[src/logic/adc_seq_regs.svh]
// Timing counts, widths and fixed channel numbers of the converter sequencer
`ifndef ADC_SEQ_REGS_SVH
`define ADC_SEQ_REGS_SVH
`define RES_BITS      10
`define SLOTS         8
`define CHAN_W        3
`define DIV_W         3
`define N_TIMERS      4
`define CLK_MHZ       10
`define SAMPLE_NS     200
`define SAMPLE_TICKS  ((`SAMPLE_NS * `CLK_MHZ + 999) / 1000)
`define CONV_NS       1000
`define CONV_TICKS    (`CONV_NS * `CLK_MHZ / 1000)
`define CH_FRONTEND   3'h0
`define CH_PIN_TWO    3'h2
`define CH_PIN_THREE  3'h3
`endif

[src/logic/adc_seq_pkg.sv]
// Types shared by the converter sequencer
`include "adc_seq_regs.svh"
package adc_seq_pkg;
  typedef enum logic [1:0] {CV_IDLE, CV_SAMPLE, CV_CONVERT} conv_fsm_t;
  typedef enum logic [1:0] {OWN_MAN, OWN_SEQ0, OWN_SEQ1} owner_t;
  typedef enum logic [1:0] {TRIG_TIMER, TRIG_PWM_RISE, TRIG_PWM_FALL, TRIG_NONE} trig_t;
  typedef logic [`RES_BITS-1:0] sample_t;
  typedef logic [`CHAN_W-1:0]   chan_t;
  typedef struct packed {
    logic [2:0]              len_m1;    // Samples per sequence minus one
    trig_t                   src;
    logic [1:0]              timer_idx;
    logic                    pingpong;
    logic [`SLOTS-1:0][2:0]  chan;      // Converter input per slot
    logic [`SLOTS-1:0][2:0]  fe;        // Front-end input per slot
  } seq_cfg_t;
  typedef struct packed {
    conv_fsm_t                        fsm;
    owner_t                           owner;
    logic [`DIV_W-1:0]                div_cnt;
    logic [3:0]                       sh_cnt;
    logic [3:0]                       bit_idx;
    sample_t                          sar;
    chan_t                            conv_chan;
    chan_t                            fe_sel;
    logic                             fe_hold;
    logic [1:0]                       run;
    logic [1:0][2:0]                  slot;
    logic                             man_pend;
    logic [`N_TIMERS-1:0]             pwm_prev;
    sample_t                          man_result;
    logic [1:0][`SLOTS-1:0][`RES_BITS-1:0] seq_result;
    logic                             conv_done;
    logic [1:0]                       seq_done;
  } state_t;
endpackage : adc_seq_pkg

[src/logic/adc_auto_sampling_sequencer.sv]
// Converter clock divider, SAR control, two sample sequencers and front-end link
//
// What this block does
// 10-bit SAR result, one microsecond per conversion; here ten converter ticks, so one microsecond only with the divider at one
// Converter clock divided from system, one to eight
// Select two pins, amplifier, front-end voltages
// Single or continuously repeating conversion mode
// Conversion-finished event raised to processor
// Two sequencers sample without processor help
// Up to eight samples stored per sequencer
// Each slot drives converter and front-end selection
// Sequencer times the front-end sample-and-hold
// Any of four timers starts a sequence
// Chosen PWM rising or falling edge starts
// Software can start a sequence directly
// Ping-pong: finished sequencer starts the other
// Sequence completion raised to processor
// Front-end selection by sequencer or direct write
// Hold asserted and released for back-to-back conversions
// Eight converter channels, channel zero from front end
// Front-end selector picks one of eight sources
// Converter channels two and three are pins
// Slot n result lands in result n
// Sequencer zero wins simultaneous converter requests
`timescale 1ns/1ns
`include "adc_seq_regs.svh"
module adc_auto_sampling_sequencer
  import adc_seq_pkg::*;
(
  input  wire logic                      core_clk,
  input  wire logic                      srst,
  input  wire logic [`DIV_W-1:0]         div_sel,
  input  wire logic                      man_start,
  input  wire logic                      man_repeat,
  input  wire chan_t                     man_chan,
  input  wire chan_t                     man_fe_sel,
  input  wire logic                      fe_direct_wr,
  input  wire chan_t                     fe_direct_sel,
  input  wire seq_cfg_t [1:0]            seq_cfg,
  input  wire logic [1:0]                seq_start,
  input  wire logic [`N_TIMERS-1:0]      timer_evt,
  input  wire logic [`N_TIMERS-1:0]      pwm_out,
  input  wire logic                      comp_ge,
  output logic                           conv_busy,
  output chan_t                          converter_input_selector,
  output chan_t                          frontend_selector,
  output logic                           frontend_hold,
  output sample_t                        dac_code,
  output sample_t                        man_result,
  output logic                           conv_done,
  output logic [1:0][`SLOTS-1:0][`RES_BITS-1:0] seq_result,
  output logic [1:0]                     seq_busy,
  output logic [1:0]                     seq_done
);

  state_t  st;
  state_t  next_st;
  logic    tick;
  logic    gsel;
  logic    own_k;
  logic    fin;
  logic [2:0] cur_slot;
  sample_t bit_mask;
  sample_t res_val;

  // Start decode for one sequencer: software, timer event or PWM edge
  function automatic logic start_hit(input seq_cfg_t c, input logic sw,
                                     input logic [`N_TIMERS-1:0] tev,
                                     input logic [`N_TIMERS-1:0] cur,
                                     input logic [`N_TIMERS-1:0] prev);
    logic t;
    logic r;
    logic f;
    t = (c.src == TRIG_TIMER) && tev[c.timer_idx];
    r = (c.src == TRIG_PWM_RISE) && cur[c.timer_idx] && !prev[c.timer_idx];
    f = (c.src == TRIG_PWM_FALL) && !cur[c.timer_idx] && prev[c.timer_idx];
    return sw | t | r | f;
  endfunction : start_hit

  // Converter clock as a tick; >= keeps it safe when the ratio shrinks
  assign tick     = (st.div_cnt >= div_sel);
  assign gsel     = !st.run[0];
  assign own_k    = (st.owner == OWN_SEQ1);
  assign cur_slot = st.slot[own_k];
  assign fin      = (st.fsm == CV_CONVERT) && tick && (st.bit_idx == 4'h0);
  // SAR trial: keep the bit when the comparator says input is above
  assign bit_mask = sample_t'(10'h001 << st.bit_idx);
  assign res_val  = comp_ge ? st.sar : (st.sar & ~bit_mask);

  // Next-state logic for converter, sequencers and front-end link
  always_comb begin
    next_st           = st;
    next_st.conv_done = 1'b0;
    next_st.seq_done  = 2'b00;
    next_st.pwm_prev  = pwm_out;
    next_st.div_cnt   = tick ? '0 : st.div_cnt + 3'h1;
    unique case (st.fsm)
      CV_IDLE: begin
        if (st.run != 2'b00) begin
          // Sequencer zero first; the other waits until sequencer zero's whole run has ended
          next_st.owner     = gsel ? OWN_SEQ1 : OWN_SEQ0;
          next_st.conv_chan = seq_cfg[gsel].chan[st.slot[gsel]];
          next_st.fe_sel    = seq_cfg[gsel].fe[st.slot[gsel]];
          next_st.fsm       = CV_SAMPLE;
          next_st.fe_hold   = 1'b0;
          next_st.sh_cnt    = 4'(`SAMPLE_TICKS - 1);
        end else if (st.man_pend) begin
          next_st.owner     = OWN_MAN;
          next_st.man_pend  = 1'b0;
          next_st.conv_chan = man_chan;
          next_st.fe_sel    = man_fe_sel;
          next_st.fsm       = CV_SAMPLE;
          next_st.fe_hold   = 1'b0;
          next_st.sh_cnt    = 4'(`SAMPLE_TICKS - 1);
        end else if (fe_direct_wr) begin
          next_st.fe_sel    = fe_direct_sel;
        end
      end
      CV_SAMPLE: begin
        // Track phase, then freeze the front end for the conversion
        if (tick) begin
          if (st.sh_cnt == 4'h0) begin
            next_st.fsm     = CV_CONVERT;
            next_st.fe_hold = 1'b1;
            next_st.sar     = sample_t'(1) << (`RES_BITS - 1);
            next_st.bit_idx = 4'(`RES_BITS - 1);
          end else begin
            next_st.sh_cnt  = st.sh_cnt - 4'h1;
          end
        end
      end
      CV_CONVERT: begin
        if (tick && st.bit_idx != 4'h0) begin
          next_st.sar     = res_val | (bit_mask >> 1);
          next_st.bit_idx = st.bit_idx - 4'h1;
        end else if (fin) begin
          // Release hold at once so the next slot can start tracking
          next_st.fsm       = CV_IDLE;
          next_st.fe_hold   = 1'b0;
          next_st.conv_done = 1'b1;
          if (st.owner == OWN_MAN) begin
            next_st.man_result = res_val;
            if (man_repeat) begin
              next_st.man_pend = 1'b1;
            end
          end else begin
            next_st.seq_result[own_k][cur_slot] = res_val;
            if (cur_slot == seq_cfg[own_k].len_m1) begin
              next_st.run[own_k]      = 1'b0;
              next_st.slot[own_k]     = 3'h0;
              next_st.seq_done[own_k] = 1'b1;
              if (seq_cfg[own_k].pingpong && !st.run[!own_k]) begin
                next_st.run[!own_k]  = 1'b1;
                next_st.slot[!own_k] = 3'h0;
              end
            end else begin
              next_st.slot[own_k] = cur_slot + 3'h1;
            end
          end
        end
      end
      default: begin
        next_st.fsm = CV_IDLE;
      end
    endcase
    // Starts after completion, so a start in the finishing cycle restarts
    for (int k = 0; k < 2; k++) begin
      if (!next_st.run[k] && start_hit(seq_cfg[k], seq_start[k], timer_evt,
                                       pwm_out, st.pwm_prev)) begin
        next_st.run[k]  = 1'b1;
        next_st.slot[k] = 3'h0;
      end
    end
    if (man_start) begin
      next_st.man_pend = 1'b1;
    end
  end

  // State register
  always_ff @(posedge core_clk) begin
    if (srst) begin
      st       <= '0;
      st.fsm   <= CV_IDLE;
      st.owner <= OWN_MAN;
    end else begin
      st <= next_st;
    end
  end

  // Outputs straight from the state register
  assign conv_busy                = (st.fsm != CV_IDLE);
  assign converter_input_selector = st.conv_chan;
  assign frontend_selector        = st.fe_sel;
  assign frontend_hold            = st.fe_hold;
  assign dac_code                 = st.sar;
  assign man_result               = st.man_result;
  assign conv_done                = st.conv_done;
  assign seq_result               = st.seq_result;
  assign seq_busy                 = st.run;
  assign seq_done                 = st.seq_done;

  // Divider at one ticks every cycle
  a_div_one: assert property (@(posedge core_clk) disable iff (srst)
    (div_sel == 3'h0) |-> tick)
    else $error("divider /1 missed a tick");

  // Divider at eight leaves seven quiet cycles
  a_div_eight: assert property (@(posedge core_clk) disable iff (srst)
    (tick && div_sel == 3'h7) |=> !tick [*7] ##1 tick)
    else $error("divider /8 spacing wrong");

  // Ten bit decisions per conversion at full rate
  a_conv_bits: assert property (@(posedge core_clk) disable iff (srst)
    ($rose(st.fsm == CV_CONVERT) && div_sel == 3'h0) |->
      (st.fsm == CV_CONVERT) [*8] ##1 (st.fsm == CV_CONVERT) [*2] ##1 (st.fsm == CV_IDLE))
    else $error("conversion length wrong");

  // Hold exactly while converting
  a_hold_conv: assert property (@(posedge core_clk) disable iff (srst)
    st.fe_hold == (st.fsm == CV_CONVERT))
    else $error("front-end hold out of step");

  // Simultaneous requests go to sequencer zero
  a_seq_priority: assert property (@(posedge core_clk) disable iff (srst)
    (st.fsm == CV_IDLE && st.run == 2'b11) |=> (st.owner == OWN_SEQ0 && st.fsm == CV_SAMPLE))
    else $error("sequencer zero not granted first");

  // Finished sequencer zero starts sequencer one in ping-pong
  a_ping_pong: assert property (@(posedge core_clk) disable iff (srst)
    (fin && st.owner == OWN_SEQ0 && st.slot[0] == seq_cfg[0].len_m1 && seq_cfg[0].pingpong)
      |=> (st.run[1] && st.seq_done[0]))
    else $error("ping-pong start missing");

  // Result stored in the slot it was taken for
  a_slot_store: assert property (@(posedge core_clk) disable iff (srst)
    (fin && st.owner != OWN_MAN) |=>
      (st.seq_result[$past(own_k)][$past(cur_slot)] == $past(res_val)))
    else $error("sequence result in wrong slot");

  // Done is a single pulse with hold released
  a_done_pulse: assert property (@(posedge core_clk) disable iff (srst)
    fin |=> (st.conv_done && !st.fe_hold) ##1 !st.conv_done)
    else $error("conversion done pulse wrong");

  // Single mode does not queue another conversion
  a_man_single: assert property (@(posedge core_clk) disable iff (srst)
    (fin && st.owner == OWN_MAN && !man_repeat && !man_start && !st.man_pend)
      |=> !st.man_pend)
    else $error("single conversion repeated");

  // Slot routing reaches both selectors on grant
  a_slot_route: assert property (@(posedge core_clk) disable iff (srst)
    (st.fsm == CV_IDLE && st.run[0]) |=>
      (st.conv_chan == $past(seq_cfg[0].chan[st.slot[0]])
       && st.fe_sel == $past(seq_cfg[0].fe[st.slot[0]])))
    else $error("slot selection not driven");

  // Tracking lasts two converter ticks at full rate
  a_sample_len: assert property (@(posedge core_clk) disable iff (srst)
    ($rose(st.fsm == CV_SAMPLE) && div_sel == 3'h0) |->
      (st.fsm == CV_SAMPLE) [*2] ##1 (st.fsm == CV_CONVERT))
    else $error("sample phase length wrong");

  // Conversion opens with the top bit as trial
  a_sar_start: assert property (@(posedge core_clk) disable iff (srst)
    $rose(st.fsm == CV_CONVERT) |-> (st.sar == 10'h200 && st.bit_idx == 4'h9))
    else $error("SAR trial does not start at top bit");

  // Selections stay put while a conversion is in flight
  a_sel_steady: assert property (@(posedge core_clk) disable iff (srst)
    (st.fsm != CV_IDLE) |=> ($stable(st.fe_sel) && $stable(st.conv_chan)))
    else $error("selection moved during conversion");

  // Direct write lands when the link is free
  a_direct_write: assert property (@(posedge core_clk) disable iff (srst)
    (st.fsm == CV_IDLE && st.run == 2'b00 && !st.man_pend && fe_direct_wr) |=>
      (st.fe_sel == $past(fe_direct_sel)))
    else $error("direct front-end write lost");

  // Software start arms an idle sequencer at slot zero
  a_soft_start: assert property (@(posedge core_clk) disable iff (srst)
    (!st.run[0] && seq_start[0]) |=> (st.run[0] && st.slot[0] == 3'h0))
    else $error("software start ignored");

  // Selected timer event starts sequencer one
  a_timer_start: assert property (@(posedge core_clk) disable iff (srst)
    (!st.run[1] && seq_cfg[1].src == TRIG_TIMER && timer_evt[seq_cfg[1].timer_idx]) |=>
      st.run[1])
    else $error("timer start ignored");

  // Falling PWM edge starts sequencer zero when chosen
  a_pwm_edge: assert property (@(posedge core_clk) disable iff (srst)
    (!st.run[0] && seq_cfg[0].src == TRIG_PWM_FALL && !pwm_out[seq_cfg[0].timer_idx]
     && st.pwm_prev[seq_cfg[0].timer_idx]) |=> st.run[0])
    else $error("PWM edge start ignored");

  // Last slot of sequencer one raises its done pulse
  a_seq1_done: assert property (@(posedge core_clk) disable iff (srst)
    (fin && st.owner == OWN_SEQ1 && st.slot[1] == seq_cfg[1].len_m1) |=> st.seq_done[1])
    else $error("sequence done pulse missing");

  // Running slot never passes the programmed length
  a_slot_bound: assert property (@(posedge core_clk) disable iff (srst)
    st.run[0] |-> (st.slot[0] <= seq_cfg[0].len_m1))
    else $error("slot index beyond sequence length");

  // Manual work waits while any sequencer wants the converter
  a_man_waits: assert property (@(posedge core_clk) disable iff (srst)
    (st.fsm == CV_IDLE && st.run != 2'b00) |=> (st.owner != OWN_MAN))
    else $error("manual conversion beat a sequencer");

endmodule : adc_auto_sampling_sequencer

[config.mk]
export PLATFORM = sky130hd
export DESIGN_NAME = adc_auto_sampling_sequencer
export DESIGN_NICKNAME = d
export VERILOG_FILES = /design/src/logic/adc_seq_pkg.sv /design/src/logic/adc_auto_sampling_sequencer.sv
export VERILOG_INCLUDE_DIRS = /design/src /design/src/logic
export SDC_FILE = /design/constraint.sdc
export NUM_CORES = 1
export LEC_CHECK = 0
export BUFFER_PORTS_ARGS = -buffer_cell sky130_fd_sc_hd__buf_4
export CORE_UTILIZATION = 35
export CTS_BUF_LIST = sky130_fd_sc_hd__clkbuf_8
export DETAILED_ROUTE_END_ITERATION = 7
export PLACE_DENSITY_LB_ADDON = 0.12
export SLEW_MARGIN = 15
export SYNTH_ARGS = -nofsm -noshare
export SYNTH_HDL_FRONTEND = slang
export SYNTH_SLANG_ARGS = --single-unit
export TNS_END_PERCENT = 50
[constraint.sdc]
create_clock -name core_clk -period 5.4 [get_ports core_clk]
set_input_delay 0.81 -clock core_clk [delete_from_list [all_inputs] [get_ports core_clk]]
set_output_delay 0.81 -clock core_clk [all_outputs]
set_load 0.02 [all_outputs]
### Yosys cells after proc, flatten, opt, wreduce, memory -nomap -nowiden

Index checks and enable logic that the tools add are counted.

| storage, ports and cells | value |
|---|---|
| output and inout bits | 193 |
| input port bits | 140 |
| logic and storage cells | 229 |
| flip-flop bits (word level) | 218 |

| operators by class | value |
|---|---|
| add/sub/neg operators | 4 |
| muxes and demuxes | 82 |
| shifts and indexed selects | 1 |
| order comparisons | 11 |
| bitwise gates (word level) | 21 |
| reductions and logical operators | 57 |
| eq/ne operators | 20 |

Operators with widths:

| operator | number |
|---|---|
| bitwise mux 160 bit | 1 |
| two-way mux 56 bit | 2 |
| two-way mux 48 bit | 2 |
| demux 80 bit (select 1 bit) | 1 |
| two-way mux 80 bit | 1 |
| two-way mux 10 bit | 4 |
| two-way mux 3 bit | 12 |
| demux 10 bit (select 3 bit) | 1 |
| two-way mux 14 bit | 2 |
| case mux 14 bit (2 select lines) | 1 |
| two-way mux 8 bit | 3 |
| two-way mux 4 bit | 5 |
| logical AND 1 bit | 19 |
| two-way mux 1 bit | 19 |
| binary-select mux 3 bit (select 3 bit) | 2 |
| two-way mux 18 bit | 1 |
| two-way mux 2 bit | 8 |
| AND reduction 4 bit | 4 |
| inequality test 3 bit, second input constant | 5 |
| AND 6 bit | 2 |
| binary-select mux 1 bit (select 2 bit) | 6 |
| NOT 6 bit | 2 |
| AND reduction 6 bit | 2 |
| AND 10 bit | 1 |
| other kinds (42) | 90 |

### Logic depth before layout (Yosys ltp)

| depth | value |
|---|---|
| depth after elaboration | 17 |
| depth in mapped cells | 9 |
| gate-level depth less buffers | 7 |

### Worst setup path after synthesis

OpenSTA, ideal clock, no wires.

| timing path | value |
|---|---|
| path kind | input-to-reg |
| start point | input div_sel[2] |
| end point | register st, in the netlist seq_result[50] |
| buffers on the path | 2 |
| library setup time | 128 ps |
| required time | 5272 ps |
| arrival time | 2447 ps |
| stages on the path | 9 |
| setup slack | 2825 ps |
| path through | inv_1 -> ha_1 -> nand2_1 -> o21a_1 -> buf_1 -> nor4b_1 -> buf_2 -> mux2i_1 -> nor2_1 |

| between the ends | value |
|---|---|
| word-level cells in the longest chain between the ends | 4 |
| elaborated cells on any way between the ends | 6 |
| classes of those cells | 1 x order compare; 1 x bitwise; 4 x reduce/logical |

Ends and longest elaborated chain:

| item | line | source |
|---|---|---|
| start, declared | adc_auto_sampling_sequencer.sv:32 | `` input wire logic [`DIV_W-1:0] div_sel, `` |
| >= comparator 3 bit (*) | adc_auto_sampling_sequencer.sv:81 | `assign tick = (st.div_cnt >= div_sel);` |
| logical AND 1 bit (on tied branches) | adc_auto_sampling_sequencer.sv:85, adc_auto_sampling_sequencer.sv:133 |  |
| logical AND 1 bit or NOT 1 bit (tied branches) | -- |  |
| AND reduction 4 bit (no line) (*) | -- |  |
| end signal, assigned | adc_auto_sampling_sequencer.sv:186 | `st <= next_st;` |
| end, declared | adc_auto_sampling_sequencer.sv:56 | `state_t st;` |

Every way passes the cells marked *; elsewhere a longest branch is shown, timed or not.
A chain may end at the register's enable or synchronous reset.

### Final worst setup path

| timing path | value |
|---|---|
| start point | register st[203] in the netlist's numbering |
| end point | register st, in the netlist seq_result[153] |

| between the ends | value |
|---|---|
| word-level cells in the longest chain between the ends | 5 |
| elaborated cells on any way between the ends | 11 |
| classes of those cells | 1 x shift; 2 x mux; 3 x bitwise; 5 x reduce/logical |

Ends and longest elaborated chain:

| item | line | source |
|---|---|---|
| << shifter 1 x 4 -> 10 bit | adc_auto_sampling_sequencer.sv:87 | `assign bit_mask = sample_t'(10'h001 << st.bit_idx);` |
| NOT 10 bit | adc_auto_sampling_sequencer.sv:88 | `assign res_val = comp_ge ? st.sar : (st.sar & ~bit_mask);` |
| AND 10 bit | adc_auto_sampling_sequencer.sv:88 |  |
| two-way mux 10 bit | adc_auto_sampling_sequencer.sv:88 |  |
| bitwise mux 160 bit | adc_auto_sampling_sequencer.sv:147 | `next_st.seq_result[own_k][cur_slot] = res_val;` |

Parallel ways exist; a longest one is shown, timed or not.

==> run metrics <==
Syn Inst Count 1,211; leak pwr 5.76 nW; Post-CTS Setup Repair Bufs 0; Post-synth EDFFs 0; dpl hpwl 25,800 um; hold crit path type reg -> reg; die area between 0.03 and 0.04 mm2; dpl cells about 1,700; final core utilization a little over two fifths; largest family of logic cells by synthesized area multiplexers; DRT antenna net count 0; Max Buffers Root-to-Sink 3; Worst-path clk slew 0.06 ns; commonest cells after routing, fill and taps aside buf_4, dfxtp_1, nor2_1; share of layout cells above drive strength 1 34.5%; nets@finish 1,490; CTS Buf Count 39; Synth Net Count 1,363; Mapped Area approximately 0.011 mm2; post-route clock period utilization 55.4%; sw frac 26.1%; Critical Path Source Type flop; Max Cap Violations 0; Main synth FF type dfxtp_1; fin worst setup slack about 2.4 ns; Worst setup EP type flop; Slew headroom about a third; adder-cell area share of the yosys netlist 1.34%; share of the yosys chip area belonging to registers 38.9%; most common cell after layout, fill and taps aside buf_4; final setup vio count 0; first-pass GRT wire length 54,200 um; Async SR Flop Fraction 0%; initial core utilization 35.5%; Synthesis Warnings 0; mux share of post-synthesis cell area 18.6%; Tmin final 2.99 ns; Seq cells post-synth 218; syn avg cell area 9.26 um2; GRT overflow 0; WL final 36,000 um; required time worst endpoint 5.78 ns; row count 65; ANT cells 0; die height 181 um; top cell type's share of synthesized area 38.9%; Core ar. 0.0316 mm2; die width between 150 and 200 um; run status finished clean; io pins approximately 330; Distinct cells, synth 59; TritonRoute pass-1 iters 5; TritonCTS clock tree yes; Setup Skew 0.0162 ns; root buf cell clkbuf_8; Residual DRC 0; Crit Path Max Fanout 10; area growth from synthesis to layout 20.5%; Cell Count, Final, Fillers Out 1,766; maximum VDD drop 0.000183 V; largest net degree at the start of global routing 86; Power Internal 2.73 mW; Combinational Power Share 11.5%; CP Data Arrival Time 3.38 ns; RSZ-0062 raised after global routing false; Synth Area in Compound Gates 7.79%; routed len/inst 20.4 um; Crit Path Class reg -> reg; initial antenna violation count 0; Seq pwr share 45.5%; Total GRT Usage between 20% and 30%; worst-skew pair later-pin latency 0.54 ns; post_cts resized 0; xor-xnor portion of the synthesized cell area less than 1%; main area contributors after synthesis dfxtp_1, mux2i_1, buf_4; H-tree levels 2; worst slack, placed ~2.4 ns; clock share of power 43.0%; Final Hold Fails 0; Vias a little under 9,000; Port Buffers 332; vias per inst 5.02; Setup Total Neg Slack 0 ns; switching power between 0.9 and 1 mW; worst-margin pin slew about 0.97 ns; vias in the first global route 8,869; Yosys top cell by area dfxtp_1; # hold bufs at CTS 0; Synth Area in Simple Gates between 10% and 20%; CTS sink count 218; placer's final routability congestion estimate roughly 0.87; f_max 0.334 GHz; DRC marker count from the first detailed-route iteration 475; Max Slew Vio Count 0; Pwr Density 273 mW/mm2
## power groups by stage
stage	combinational, mW	clock (mW)	sequential, mW
4_1_cts	0.426	1.64	1.68
3_5_place_dp	0.425	0	1.71
3_3_place_gp	0.420	0	1.71
2_1_floorplan	0.266	0	1.69
6_report	0.423	1.59	1.68
5_1_grt	0.465	1.72	1.68
## through the flow
| stage | power, mW | hold WS, ns | instance area (um2) |
|---|---|---|---|
| after floorplan | 1.95 | 0.432 | 11200 |
| after global placement | 2.13 | 0.440 | 12700 |
| after detailed placement | 2.14 | 0.447 | 12700 |
| after CTS | 3.74 | 0.454 | 13500 |
| after global routing | 3.87 | 0.471 | 13500 |
| final | 3.69 | 0.450 | 13500 |
## registers in the layout (all words and copies together), names as in the netlist
register	cells
seq_result	160
st	26
dac_code	10
man_result	10
converter_input_selector	3
frontend_selector	3
seq_busy	2
seq_done	2
conv_done	1
frontend_hold	1
## worst paths after layout
check	startpoint	endpoint	slack (ns)	depth (start not counted)
setup reg to reg	st[203]	seq_result[153]	2.41	7
hold / removal	seq_result[81]	seq_result[81]	0.45	2
hold reg to reg	seq_result[81]	seq_result[81]	0.45	2
setup / recovery	st[203]	seq_result[153]	2.41	7
## synthesized netlist by cell type (4+ instances only)
library cell,n
nor3b_1,4
nor2_1,163
nand2_1,84
a211oi_1,10
or3_1,6
a311oi_1,4
nand4b_1,4
a21boi_1,10
or4_1,16
xor2_1,8
a22oi_1,6
buf_2,27
a221oi_1,6
inv_1,15
nand3_1,16
nor2b_1,14
clkbuf_1,45
mux2i_1,149
o22ai_1,4
a21oi_1,62
buf_4,197
a31oi_1,9
mux4_2,26
ha_1,12
nor4b_1,5
o21ai_0,12
dfxtp_1,218
nor4_1,14
nor4bb_1,4
nor3_1,18
## metal layers
metal | vias to the layer above | wire length (um) | track usage (%)
li1 | 4270 | - | -
met1 | 4201 | 14300 | 24.5
met2 | 341 | 17800 | 37.8
met3 | 59 | 2890 | 6.77
met4 | 0 | 1010 | 6.95
met5 | - | 0 | 0
## worst max-delay path: stages (launching register included)
cell      delay (ns)
dfxtp_1         0.36
inv_1           0.12
ha_1            0.27
or3b_2          0.50
nor2_1          0.47
nand4b_1        0.70
mux2i_1         0.35
nor2_1          0.06
## logic make-up (layout without fill, tap and decap cells)
family,after synthesis,in the layout
flops,218,218
compound gates,140,140
xor+xnor,9,9
mux,176,176
simple gates,368,368
fa+ha+maj,12,12
buf+inv,288,441
## final cells by class
cell class	count	area, um2
Fill cell	3154	18000
Multi-Input combinational cell	705	5080
Sequential cell	218	4360
Timing Repair Buffer	359	2700
Clock buffer	52	716
Tap cell	402	503
Clock inverter	15	93.8
Inverter	15	56.3
Note: power is estimated with default switching activity, not from simulation.
